--- src/shp_pkg.sv ---
// Purpose: shared types and constants of the spi host register port
// Assumes: system clock of 100 MHz
// Notes: strap codes are {hi, lo}
`default_nettype none
package shp_pkg;
   localparam int unsigned CLK_MHZ = 100;
   localparam int unsigned SPI_MAX_KBPS = 10000;
   // a serial bit at the top rate spans this many system cycles
   localparam int unsigned SPI_BIT_CYC = (CLK_MHZ * 1000) / SPI_MAX_KBPS;
   localparam logic [6:0] FIFO_ADDR_RST = 7'h05;
   localparam logic [7:0] READ_FILLER = 8'h00;
   localparam int unsigned ADDR_DIR_BIT = 0;
   localparam logic [2:0] BIT_CNT_RST = 3'h0;

   typedef enum logic [1:0] {
      SHP_IF_UART = 2'b00,
      SHP_IF_I2C = 2'b01,
      SHP_IF_SPI = 2'b10,
      SHP_IF_I2CL = 2'b11
   } shp_if_t;

   typedef enum logic [1:0] {
      SHP_ST_ADDR = 2'b00,
      SHP_ST_WRITE = 2'b01,
      SHP_ST_READ = 2'b11
   } shp_state_t;

   // register-side request
   typedef struct packed {
      logic wr;
      logic rd;
      logic [6:0] addr;
      logic [7:0] data;
   } shp_req_t;
endpackage
`default_nettype wire

--- src/shp_sync.sv ---
// Purpose: three-stage synchroniser with agreement of the last two stages
// Assumes: input asynchronous to sys_clk_i
// Notes: the first stage feeds only the second
`default_nettype none
module shp_sync #(
   parameter int unsigned WIDTH = 1,
   parameter logic [WIDTH-1:0] RST_VAL = '0
) (
   input wire logic sys_clk_i,
   input wire logic nrst_i,
   input wire logic [WIDTH-1:0] async_i,
   output logic [WIDTH-1:0] level_o
);
   logic [WIDTH-1:0] s1_q, s2_q, s3_q, lvl_q;
   logic [WIDTH-1:0] lvl_d;

   always_comb begin
      for (int i = 0; i < WIDTH; i++) begin
         lvl_d[i] = (s2_q[i] == s3_q[i]) ? s3_q[i] : lvl_q[i];
      end
   end

   always_ff @(posedge sys_clk_i or negedge nrst_i) begin
      if (!nrst_i) begin
         s1_q <= RST_VAL;
         s2_q <= RST_VAL;
         s3_q <= RST_VAL;
         lvl_q <= RST_VAL;
      end else begin
         s1_q <= async_i;
         s2_q <= s1_q;
         s3_q <= s2_q;
         lvl_q <= lvl_d;
      end
   end

   assign level_o = lvl_q;
endmodule
`default_nettype wire

--- src/shp_port.sv ---
// Purpose: spi slave host port with strap decode and register access
// Assumes: sck at most 10 Mbit/s, sampled by the 100 MHz system clock
// Notes: register file lives outside; reads answered from rd_data_i
// Functional notes
// - straps captured once after reset release
// - strap code selects uart, spi or i2c
// - pins a..d serve mosi, sck, miso, select
// - slave only, sck always an input
// - correct up to 10 Mbit/s serial rate
// - bytes shifted most significant bit first
// - mosi captured on rising sck
// - miso updated on falling sck
// - address byte: bit0 read flag, bits 7..1 address
// - read burst returns data of previous address
// - write burst: one address then data bytes
// - write address increments per data byte
// - fifo address does not increment
`default_nettype none
module shp_port #(
   parameter logic [6:0] FIFO_ADDR = shp_pkg::FIFO_ADDR_RST
) (
   input wire logic sys_clk_i,
   input wire logic nrst_i,
   input wire logic host_if_strap_lo_i,
   input wire logic host_if_strap_hi_i,
   input wire logic shared_if_pin_a_i,
   input wire logic shared_if_pin_b_i,
   input wire logic shared_if_pin_d_i,
   output logic shared_if_pin_c_o,
   output logic shared_if_pin_c_oe_n_o,
   output logic [1:0] if_type_o,
   output logic reg_wr_o,
   output logic reg_rd_o,
   output logic [6:0] reg_addr_o,
   output logic [7:0] reg_wdata_o,
   input wire logic [7:0] rd_data_i
);
   // mosi, sck, select_n after the three-stage filter
   logic [2:0] pins_s;
   logic mosi_s, sck_s, sel_n_s;
   // a 50 ns sck phase still leaves two agreeing filter samples
   shp_sync #(.WIDTH(3), .RST_VAL(3'h4)) u_sync (
      .sys_clk_i(sys_clk_i),
      .nrst_i(nrst_i),
      .async_i({shared_if_pin_d_i, shared_if_pin_b_i, shared_if_pin_a_i}),
      .level_o(pins_s)
   );
   assign mosi_s = pins_s[0];
   assign sck_s = pins_s[1];
   assign sel_n_s = pins_s[2];

   // strap capture, one shot after reset release
   logic strap_done_q, strap_done_d;
   logic [1:0] if_q, if_d;
   logic [1:0] strap_s;
   shp_sync #(.WIDTH(2), .RST_VAL(2'h0)) u_strap (
      .sys_clk_i(sys_clk_i),
      .nrst_i(nrst_i),
      .async_i({host_if_strap_hi_i, host_if_strap_lo_i}),
      .level_o(strap_s)
   );
   logic [2:0] strap_cnt_q, strap_cnt_d;

   always_comb begin
      strap_cnt_d = strap_cnt_q;
      strap_done_d = strap_done_q;
      if_d = if_q;
      // wait for the filter to settle before latching
      if (!strap_done_q) begin
         strap_cnt_d = strap_cnt_q + 3'h1;
         // filter output is valid only after its fourth edge
         if (strap_cnt_q == 3'h4) begin
            strap_done_d = 1'b1;
            if_d = strap_s;
         end
      end
   end

   always_ff @(posedge sys_clk_i or negedge nrst_i) begin
      if (!nrst_i) begin
         strap_cnt_q <= 3'h0;
         strap_done_q <= 1'b0;
         if_q <= shp_pkg::SHP_IF_UART;
      end else begin
         strap_cnt_q <= strap_cnt_d;
         strap_done_q <= strap_done_d;
         if_q <= if_d;
      end
   end

   logic spi_en;
   assign spi_en = strap_done_q && (if_q == shp_pkg::SHP_IF_SPI);

   // serial engine
   logic sck_prev_q, sel_prev_q;
   logic rise, fall, sel_start;
   assign rise = sck_s && !sck_prev_q;
   assign fall = !sck_s && sck_prev_q;
   assign sel_start = !sel_n_s && sel_prev_q;

   shp_pkg::shp_state_t st_q, st_d;
   logic [2:0] bit_q, bit_d;
   logic [7:0] rx_q, rx_d;
   logic [7:0] tx_q, tx_d;
   logic [6:0] addr_q, addr_d;
   logic miso_q, miso_d;
   logic oe_n_q, oe_n_d;
   shp_pkg::shp_req_t req_q, req_d;
   logic load_q, load_d;
   logic [7:0] byte_in;

   assign byte_in = {rx_q[6:0], mosi_s};

   always_comb begin
      st_d = st_q;
      bit_d = bit_q;
      rx_d = rx_q;
      tx_d = tx_q;
      addr_d = addr_q;
      miso_d = miso_q;
      oe_n_d = 1'b1;
      req_d = '0;
      req_d.addr = req_q.addr;
      req_d.data = req_q.data;
      load_d = 1'b0;
      if (spi_en && !sel_n_s) begin
         oe_n_d = 1'b0;
      end
      if (load_q) begin
         tx_d = rd_data_i;
      end
      if (!spi_en || sel_n_s || sel_start) begin
         st_d = shp_pkg::SHP_ST_ADDR;
         bit_d = shp_pkg::BIT_CNT_RST;
         rx_d = '0;
      end else begin
         if (rise) begin
            rx_d = byte_in;
            bit_d = bit_q + 3'd1;
            if (bit_q == 3'd7) begin
               unique case (st_q)
                  shp_pkg::SHP_ST_ADDR: begin
                     addr_d = byte_in[7:1];
                     if (byte_in[shp_pkg::ADDR_DIR_BIT]) begin
                        st_d = shp_pkg::SHP_ST_READ;
                        req_d.rd = 1'b1;
                        req_d.addr = byte_in[7:1];
                        load_d = 1'b1;
                     end else begin
                        st_d = shp_pkg::SHP_ST_WRITE;
                     end
                  end
                  shp_pkg::SHP_ST_WRITE: begin
                     req_d.wr = 1'b1;
                     req_d.addr = addr_q;
                     req_d.data = byte_in;
                     if (addr_q != FIFO_ADDR) begin
                        addr_d = addr_q + 7'd1;
                     end
                  end
                  shp_pkg::SHP_ST_READ: begin
                     // each read slot other than READ_FILLER carries the next address
                     if (byte_in != shp_pkg::READ_FILLER) begin
                        req_d.rd = 1'b1;
                        req_d.addr = byte_in[7:1];
                        load_d = 1'b1;
                     end
                  end
               endcase
            end
         end
         if (fall) begin
            miso_d = tx_q[7];
            tx_d = {tx_q[6:0], 1'b0};
            if (load_q) begin
               tx_d = rd_data_i;
            end
         end
      end
   end

   always_ff @(posedge sys_clk_i or negedge nrst_i) begin
      if (!nrst_i) begin
         sck_prev_q <= 1'b0;
         sel_prev_q <= 1'b1;
         st_q <= shp_pkg::SHP_ST_ADDR;
         bit_q <= shp_pkg::BIT_CNT_RST;
         rx_q <= 8'h00;
         tx_q <= 8'h00;
         addr_q <= 7'h00;
         miso_q <= 1'b0;
         oe_n_q <= 1'b1;
         req_q <= '0;
         load_q <= 1'b0;
      end else begin
         sck_prev_q <= sck_s;
         sel_prev_q <= sel_n_s;
         st_q <= st_d;
         bit_q <= bit_d;
         rx_q <= rx_d;
         tx_q <= tx_d;
         addr_q <= addr_d;
         miso_q <= miso_d;
         oe_n_q <= oe_n_d;
         req_q <= req_d;
         load_q <= load_d;
      end
   end

   assign shared_if_pin_c_o = miso_q;
   assign shared_if_pin_c_oe_n_o = oe_n_q;
   assign if_type_o = if_q;
   assign reg_wr_o = req_q.wr;
   assign reg_rd_o = req_q.rd;
   assign reg_addr_o = req_q.addr;
   assign reg_wdata_o = req_q.data;
endmodule
`default_nettype wire

--- config.mk ---
export PLATFORM = sky130hd
export DESIGN_NAME = shp_port
export DESIGN_NICKNAME = d
export VERILOG_FILES = /design/src/shp_pkg.sv /design/src/shp_sync.sv /design/src/shp_port.sv
export SDC_FILE = /design/constraint.sdc
export NUM_CORES = 1
export LEC_CHECK = 0
export BUFFER_PORTS_ARGS = -buffer_cell sky130_fd_sc_hd__buf_4
export CORE_ASPECT_RATIO = 0.8
export CORE_MARGIN = 1.5
export CORE_UTILIZATION = 26
export DETAILED_ROUTE_END_ITERATION = 12
export PLACE_DENSITY = 0.43
export SYNTH_ARGS = -nofsm -noshare
export SYNTH_HDL_FRONTEND = slang
export SYNTH_SLANG_ARGS = --single-unit
export TNS_END_PERCENT = 5
--- constraint.sdc ---
create_clock -name sys_clk_i -period 3.1 [get_ports sys_clk_i]
set_clock_uncertainty 0.05 [all_clocks]
set_input_delay 0.775 -clock sys_clk_i [delete_from_list [all_inputs] [get_ports sys_clk_i]]
set_output_delay 0.775 -clock sys_clk_i [all_outputs]
set_load 0.05 [all_outputs]
==> results of run 1 <==
## area by class of cell
cell class	instances	area, um^2
flip-flops and latches	74	1860
clock inverters	6	41.3
repair buffers	39	293
well taps	148	185
fillers	1186	7740
clock buffers	10	239
inverters	9	33.8
multi-input cells	159	1160
## layer usage
| layer | routed length [um] | GRT usage, % | up-vias |
|---|---|---|---|
| met1 | 3180 | 15.2 | 994 |
| met5 | 0 | 0 | - |
| met3 | 294 | 4.14 | 8 |
| met2 | 2550 | 14.1 | 36 |
| li1 | - | - | 971 |
| met4 | 91 | 4.37 | 0 |
## flip-flops by register name (all words and copies together) (netlist names), 7 cells and up
signal	cells
reg_wdata_o	8
addr_q	7
reg_addr_o	7
rx_q	7
tx_q	8
## Yosys cell counts (all sizes together) (4+ instances only)
cell type and n:
mux2 19, a21oi 16, dfrtp 68, nor2 4, inv 9, maj3 5
nand2b 5, nand3 7, o21ai 12, a22o 7, ha 9, nand2 34
clkbuf 9, dfstp 6, a31oi 4, mux2i 8
## worst paths after layout
check                                  end  slack [ps]             from
min in group asynchronous    reg_addr_o[1]         510           nrst_i
max reg2reg                  reg_addr_o[1]         970         bit_q[0]
max in group asynchronous        addr_q[6]        1850           nrst_i
min reg2reg                u_strap.s2_q[1]         300  u_strap.s1_q[1]
min                        u_strap.s2_q[1]         300  u_strap.s1_q[1]
max                          reg_addr_o[1]         970         bit_q[0]
## power by group through the flow
stage	clock network, mW	registers (mW)	logic (mW)
after floorplan	0	1.07	0.0487
after CTS	1.00	1.03	0.132
after global routing	1.04	1.04	0.140
final	0.960	1.03	0.129
after detailed placement	0	1.05	0.132
after global placement	0	1.05	0.131
## logic make-up (layout without fill, tap and decap cells)
family                     after synthesis  count (layout)  synth area share (%)
muxes                                   27              27                  9.51
and+or+nand+nor                         67              67                  12.4
adders and majority gates               14              14                  5.26
buffers and inverters                   19              64                  2.35
AOI/OAI and AO/OA                       48              48                  9.47
DFF                                     74              74                  60.2
xor gates and xnor gates                 3               3                 0.850
## metrics by stage
stage	setup WS (ps)	cell area (um^2)	cells	power, mW	hold WS (ps)
floorplan	982	3090	252	1.12	281
global placement	1030	3540	429	1.18	282
detailed placement	944	3540	429	1.18	286
CTS	930	3820	445	2.17	299
global route	737	3820	445	2.22	308
finish	974	3820	445	2.12	296
## critical path, cell delays in order (launching register included)
cell and delay [ps]:
dfrtp_1 360, ha_1 160, ha_1 170, inv_1 80, nor4_4 520, nand3_2 310, mux2_2 350
==> out/qor.csv, run 1 <==
metric,value,unit
syn_avg_cell_area,12.3,um^2
htreeDepth,3,
synth_edf_count,0,
setup_viol,0,
fp.dieW,125,um
via_per_inst,4.51,
vdd_drop_max,0.290,mV
clk_pin_slew_worst_paths,60,ps
final_util,33.0,%
p_sw,502,uW
hold_depth,0,
ys_types,39,
drive_above_1_share,29.3,%
clk_latency,330,ps
grt_pass1_vias,1927,
ys_seq_elements,74,
synth_top_cells_by_area,"dfrtp_1 55%, mux2_2 6.9%, dfstp_2 5.1%, nand2_1 4.1%, ha_1 3.6%",
power_switching_share,23.7,%
cts-hold-fix-buffers,0,
syn_inst,252,
num_vias,2009,
synth_ff_type,dfrtp_1,
arrival,2290,ps
io_buffers,35,
ant_nets,0,
end_kind,flop,
antenna_cells,0,
drv_cap,0,
grt_first_pass_wirelength,10300,um
hold_viol,0,
post_cts_buffers,0,
min_path_type,reg -> reg,
cts_buffers,9,
startpoint_type,flop,
fin_crit,2130,ps
cts_resized,0,
cp.required,3260,ps
routed_wl,6120,um
antenna_found_initial,0,
seq_area_frac_synth,60.2,%
synth_top_area_share,55.1,%
fp-row-count,35,
drt_pass1_iterations,4,
p_seq_share,48.7,%
pwr-share-comb,6.1,%
hpwl,4030,um
synth_top_area_cell,dfrtp_1,
rsz0062_at_grt,false,
fmax,0.470,GHz
cts_root_buffer,clkbuf_16,
tritoncts,done,
floorplan.initialDensity,26.7,%
drcViolationCount,0,
syn_area,0.00309,mm^2
syn-num-nets,276,
power_leakage,1.68,nW
final_max_slew_viol_count,0,
relSlewSlack,37.5,%
tightest_slew,937,ps
syn_to_final_growth,23.5,%
wl_per_cell,13.7,um
min_period_over_period,68.6,%
p_int,1.62,mW
core-area,0.0116,mm^2
r2r_cells,6,
pwr-share-clk,45.2,%
final_cell_mix,"68 x dfrtp_1, 39 x buf_4, 34 x nand2_1",
final_common_cell,dfrtp_1,
status,"finished, final reports clean",
grt.total_usage,10.6,%
io_pins,36,
clockBufferDepth,2,
yosysWarnings,0,
layout.nets,316,
drtIter0Drc,58,
dieArea,0.0126,mm^2
grt_max_degree,75,
clock_sinks,74,
async_reset_ff_share,100,%
critPathMaxFanout,9,
die_h,101,um
grt_overflow,0,
power_density,556,mW/mm^2
worstSetupPathType,reg -> reg,
fin_tns_setup,0,ps
place.gp.congestion,0.803,
(Power assumes the default switching activity.)
==> run 2: changes to the inputs <==
--- a/config.mk
+++ b/config.mk
@@ -5,6 +5,7 @@
 export SDC_FILE = /design/constraint.sdc
 export NUM_CORES = 1
 export LEC_CHECK = 0
+export ABC_AREA = 1
 export BUFFER_PORTS_ARGS = -buffer_cell sky130_fd_sc_hd__buf_4
 export CORE_ASPECT_RATIO = 0.8
 export CORE_MARGIN = 1.5
==> constraint.sdc (replaced) <==
create_clock -name sys_clk_i -period 2.2 [get_ports sys_clk_i]
set_clock_uncertainty 0.05 [all_clocks]
set_input_delay 0.55 -clock sys_clk_i [delete_from_list [all_inputs] [get_ports sys_clk_i]]
set_output_delay 0.55 -clock sys_clk_i [all_outputs]
set_load 0.05 [all_outputs]
==> run 2 against run 1 <==
  * Critical path depth rose by 1
  * Worst hold slack got worse by 180 ps
  * Critical endpoint is now reg_addr_o[0]
  * Largest cell class unchanged
  * Sequential power rose by 48%
  * Routed wire length rose by 11%
  * Non-clock buffer count did not move
  * Critical path type unchanged
  * Highest routed layer unchanged
  * Via count rose by 20%
  * Fmax rose by 16%
==> out/qor.csv, run 2 <==
metric,value,unit,change
status,"finished, final reports clean",,
crit_slowest_cell,a21oi_1,,
drive_above_1_share,18.1,%,-11 points
routed_wl,6810,um,+11%
drcViolationCount,0,,unchanged
yosysMostFrequentCell,nand2_1,,
fin_tns_setup,0,ps,unchanged
worstPathCellList,inv_1 -> ha_1 -> inv_2 -> a21oi_1 -> o21ai_0 -> nand3_1 -> nand2_1,,
via_per_inst,4.16,,-7.9%
tritoncts,done,,
final_cell_mix,"106 x nand2_1, 68 x dfrtp_1, 45 x inv_1",,
synth_top_area_share,52.1,%,-3.0 points
cts_resized,0,,unchanged
final_max_slew_viol_count,0,,unchanged
place.gp.congestion,0.812,,+1.1%
setup_viol,0,,unchanged
core-area,0.0122,mm^2,+5.6%
cts-hold-fix-buffers,0,,unchanged
relSlewSlack,65.0,%,+27 points
cts_buffers,9,,unchanged
drt_pass1_iterations,5,,+1
synth_ff_type,dfrtp_1,,
fmax,0.544,GHz,+16%
syn-num-nets,383,,+39%
io_pins,36,,unchanged
tightest_slew,525,ps,-412 ps
fp.dieW,128,um,+2.8%
timing.rr.end,reg_addr_o[0],,
end_kind,flop,,
hold_viol,0,,unchanged
startpoint_type,flop,,
cp.required,2370,ps,-890 ps
pwr-share-comb,9.2,%,+3.1 points
power.total,3.43,mW,+62%
routed-wl-met3,234,um,-20%
highest_layer,met4,,
antenna_cells,0,,unchanged
layout.nets,427,,+35%
ant_nets,0,,unchanged
clock_sinks,74,,unchanged
wl_per_cell,11.8,um,-14%
grt_first_pass_wirelength,12000,um,+16%
async_reset_ff_share,100,%,unchanged
min_period_over_period,83.5,%,+15 points
syn_inst,359,,+42%
fp-row-count,36,,+2.9%
synth_top_cells_by_area,"dfrtp_1 52%, nand2_1 12%, inv_1 5.2%, dfstp_2 4.8%, ha_1 3.4%",,
path_buf_inv,2,,+1
post_cts_buffers,0,,unchanged
r2r_start,st_q[1],,
syn_area,0.00327,mm^2,+5.7%
die_h,103,um,+2.8%
dieArea,0.0133,mm^2,+5.6%
ys_seq_elements,74,,unchanged
grt_pass1_vias,2422,,+26%
ys_types,31,,-21%
worst_path_largest_cell_delay,390,ps,-130 ps
drv_cap,0,,unchanged
grt.total_usage,11.8,%,+1.2 points
power_density,841,mW/mm^2,+51%
min_path_type,in -> async,,
num_vias,2408,,+20%
arrival,2010,ps,-280 ps
clockBufferDepth,2,,unchanged
synthTopCellsByCount,"106 x nand2_1, 68 x dfrtp_1, 45 x inv_1, 23 x nor2_1",,
grt_overflow,0,,unchanged
wl_met2,3010,um,+18%
p_seq_share,44.2,%,-4.5 points
cts_root_buffer,clkbuf_16,,
io_buffers,35,,unchanged
floorplan.initialDensity,26.8,%,+0.042 points
syn_avg_cell_area,9.10,um^2,-26%
yosysWarnings,0,,unchanged
p_int,2.59,mW,+60%
htreeDepth,3,,unchanged
nFillCells,1303,,+9.9%
rsz0062_at_grt,false,,
fin_crit,1840,ps,-288 ps
critPathTopFamily,compound AO/OA/AOI/OAI gates,,
antenna_found_initial,0,,unchanged
hpwl,4770,um,+18%
seq_area_frac_synth,56.9,%,-3.3 points
rrSetupSlack,360,ps,-610 ps
synth_edf_count,0,,unchanged
pwr-share-clk,46.5,%,+1.3 points
vdd_drop_max,0.482,mV,+66%
syn_to_final_growth,24.8,%,
drtIter0Drc,136,,+130%
drt-met1-wl,3490,um,+9.6%
final_common_cell,nand2_1,,
grt_max_degree,39,,-48%
clk_latency,340,ps,about the same
power_switching_share,24.7,%,+0.99 points
worstSetupPathType,reg -> reg,,
clk_pin_slew_worst_paths,60,ps,about the same
power_leakage,1.98,nW,+18%
r2r_cells,7,,+1
critPathMaxFanout,10,,+1
synth_top_area_cell,dfrtp_1,,
p_sw,846,uW,+68%
run 2: how the worst max path moves through the flow:
stage	start	end	depth (start not counted)
after floorplan	if_type_o[1]	reg_addr_o[0]	6
after global placement	st_q[1]	reg_addr_o[0]	7
after detailed placement	st_q[1]	reg_addr_o[0]	7
after CTS	st_q[1]	reg_addr_o[0]	7
after global routing	st_q[1]	reg_addr_o[1]	7
final	st_q[1]	reg_addr_o[0]	7
run 2: power groups by stage:
stage               combinational (mW)  sequential [mW]  clock (mW)
floorplan                        0.179             1.57           0
global placement                 0.320             1.54           0
detailed placement               0.324             1.55           0
CTS                              0.326             1.52        1.65
global route                     0.374             1.53        1.72
finish                           0.317             1.52        1.60
run 2: logic make-up after synthesis:
group                    Yosys count  share of synthesized area, %
buffers and inverters             54                          6.62
adder cells (fa/ha/maj)           14                          4.98
flip-flops                        74                          56.9
XOR/XNOR                           2                         0.536
AND/OR/NAND/NOR                  164                          21.8
multiplexers                       1                         0.345
AO/OA/AOI/OAI                     50                          8.84
run 2: per-layer routing:
metal  track usage [%]  vias up
met1              16.2     1130
met3              4.06        7
met5                 0        -
met4              4.93        0
li1                  -     1235
met2              17.1       36
run 2: area by class of cell:
cell class | instances | area [um^2] | area share (%)
clock buffer | 9 | 225 | 5.52
clock inverter | 7 | 101 | 2.48
inverter | 48 | 183 | 4.48
multi-input combinational | 231 | 1190 | 29.2
sequential | 74 | 1860 | 45.6
tap | 171 | 214 | 5.24
timing repair buffer | 39 | 305 | 7.48
run 2: worst reg2reg max path, delay by kind of cell, from the launching register on:
| kind | cells | cell delay, ps |
|---|---|---|
| compound gates | 2 | 560 |
| flops | 1 | 380 |
| fa+ha+maj | 1 | 380 |
| simple gates | 2 | 190 |
| buf+inv | 2 | 150 |
run 2: stage by stage:
stage | worst slack (ps) | cells | utilization [%] | cell area, um^2 | hold slack (ps)
after global routing | 53.6 | 579 | 33.4 | 4080 | 170
after detailed placement | 322 | 563 | 30.8 | 3750 | 286
final | 363 | 579 | 33.4 | 4080 | 120
after global placement | 321 | 563 | 30.8 | 3750 | 283
after CTS | 310 | 579 | 33.4 | 4080 | 139
after floorplan | 557 | 359 | - | 3270 | 204
==> run 3: changes to the inputs <==
--- a/config.mk
+++ b/config.mk
@@ -11,7 +11,7 @@
 export CORE_MARGIN = 1.5
 export CORE_UTILIZATION = 26
 export DETAILED_ROUTE_END_ITERATION = 12
-export PLACE_DENSITY = 0.43
+export PLACE_DENSITY = 0.44
 export SYNTH_ARGS = -nofsm -noshare
 export SYNTH_HDL_FRONTEND = slang
 export SYNTH_SLANG_ARGS = --single-unit
==> constraint.sdc (replaced) <==
create_clock -name sys_clk_i -period 1.5 [get_ports sys_clk_i]
set_clock_uncertainty 0.05 [all_clocks]
set_input_delay 0.375 -clock sys_clk_i [delete_from_list [all_inputs] [get_ports sys_clk_i]]
set_output_delay 0.375 -clock sys_clk_i [all_outputs]
set_load 0.05 [all_outputs]
==> run 3 against run 2 <==
  * Via count rose by 4.9%
  * Critical path depth increased by 1
  * Cell area rose by 5.6%
  * Sequential cell count unchanged
  * First-iteration DRC count down 11%
  * Worst setup slack got worse by 340 ps
  * Routed wire length grew 6.4%
  * Global-route usage increased by 0.59 points
  * Sequential share of layout area fell by 2.4 points
  * Core utilization increased by 1.9 points
==> out/qor.csv, run 3 (synthesis results as in run 2) <==
metric,value,unit,change
status,"finished, final reports clean",,
drtIter0Drc,121,,-11%
stdcell_count,600,,+3.6%
die_h,103,um,unchanged
end_kind,flop,,
relSlewSlack,74.9,%,+9.9 points
place.gp.congestion,0.761,,-6.2%
cts_root_buffer,clkbuf_16,,
antenna_found_initial,0,,unchanged
fin_crit,1480,ps,-357 ps
min_period_over_period,98.7,%,+15 points
fin_ws,19.6,ps,-343 ps
clk_latency,340,ps,about the same
layout.nets,448,,+4.9%
grt_pass1_vias,2505,,+3.4%
ant_nets,0,,unchanged
min_path_type,in -> reg,,
grt_overflow,0,,unchanged
grt.total_usage,12.4,%,+0.59 points
core-area,0.0122,mm^2,unchanged
fmax,0.675,GHz,+24%
drcViolationCount,0,,unchanged
final_util,35.3,%,+1.9 points
wl_per_cell,12.1,um,+2.7%
clock_sinks,74,,unchanged
clk_pin_slew_worst_paths,60,ps,about the same
via_per_inst,4.21,,+1.3%
setup_viol,0,,unchanged
io_pins,36,,unchanged
hold_ws,88.4,ps,-31.9 ps
dp.cells,583,,+3.6%
arrival,1710,ps,-300 ps
grt_first_pass_wirelength,12500,um,+4.5%
antenna_cells,0,,unchanged
io_buffers,35,,unchanged
power_density,1160,mW/mm^2,+38%
worstSetupPathType,reg -> reg,,
htreeDepth,3,,unchanged
startpoint_type,flop,,
hpwl,5350,um,+12%
final_common_cell,nand2_1,,
drv_cap,0,,unchanged
num_vias,2527,,+4.9%
tritoncts,done,,
routed_wl,7250,um,+6.4%
rsz0062_at_grt,true,,
hold_viol,0,,unchanged
fp.dieW,128,um,unchanged
cp.required,1730,ps,-640 ps
critPathMaxFanout,7,,-3
vdd_drop_max,0.627,mV,+30%
grt_max_degree,27,,-31%
final_cell_mix,"104 x nand2_1, 66 x dfrtp_1, 54 x buf_4",,
power_leakage,2.08,nW,+5.1%
power.total,4.98,mW,+45%
clockBufferDepth,2,,unchanged
fp-row-count,36,,unchanged
floorplan.initialDensity,26.8,%,unchanged
nFillCells,1265,,-2.9%
syn_to_final_growth,31.8,%,
tightest_slew,377,ps,-148 ps
post_cts_buffers,0,,unchanged
preCtsSetupSlack,-124,ps,-446 ps
drive_above_1_share,25.2,%,+7.0 points
cts_buffers,9,,unchanged
drt_pass1_iterations,5,,unchanged
dieArea,0.0133,mm^2,unchanged
final_max_slew_viol_count,0,,unchanged
-- run 3: cell count changes in the layout (fill, tap and decap cells not counted), moves of 3 or more --
cell     delta
ha_4        +3
ha_1        -3
buf_4      +16
buf_6       +3
a21oi_2     +3
a21oi_1     -3
-- run 3: path summary, 6_finish.rpt --
path | startpoint | endpoint | slack (ps) | cells after the start
max in group asynchronous | nrst_i | sck_prev_q | 490 | 3
worst min register to register | u_strap.s1_q[1] | u_strap.s2_q[1] | 300 | 0
worst min-delay path | host_if_strap_hi_i | u_strap.s1_q[1] | 90 | 1
worst max register to register | if_type_o[0] | addr_q[3] | 20 | 8
worst max-delay path | if_type_o[0] | addr_q[3] | 20 | 8
min in group asynchronous | nrst_i | strap_cnt_q[1] | 460 | 2
-- run 3: what timing repair did --
action                     CTS  global route
resized for setup           13             3
hold buffers                 1             0
setup endpoints to repair   28            35
hold endpoints to repair    17             0
pin swaps                    3             8
-- run 3: per-layer routing --
layer | share of wire, % | GRT usage, % | vias to the layer above
li1 | - | - | 1289
met1 | 51 | 16.4 | 1188
met2 | 43 | 19.3 | 41
met3 | 4.5 | 3.86 | 9
met4 | 1.6 | 4.67 | 0
met5 | 0 | 0 | -
-- run 3: area by class of cell --
type | instances | area, um^2 | share of cell area, %
timing repair buffer | 60 | 489 | 11.4
inverter | 48 | 183 | 4.24
multi-input combinational | 231 | 1250 | 29.1
sequential | 74 | 1860 | 43.2
clock buffer | 9 | 225 | 5.23
clock inverter | 7 | 82.6 | 1.92
tap | 171 | 214 | 4.97
-- run 3: where the power goes --
part | leakage [nW] | switching (mW) | internal [mW]
Sequential | 0.928 | 0.0704 | 2.16
Combinational | 1.00 | 0.315 | 0.219
Clock | 0.145 | 0.904 | 1.32
Total | 2.08 | 1.29 | 3.69
-- run 3: critical path, cell delays in order (launching register included) --
cell	delay, ps
dfrtp_2	420
inv_2	70
nand2_2	60
nor2_4	130
nand4_4	180
buf_6	190
nor2_4	170
nand2_1	80
nand2_1	70
-- run 3: through the flow --
| step | TNS [ps] | cell area, um^2 |
|---|---|---|
| after floorplan | 0 | 3270 |
| after global placement | -1380 | 3920 |
| after detailed placement | -1900 | 3920 |
| after CTS | 0 | 4290 |
| after global routing | -1730 | 4310 |
| final | 0 | 4310 |
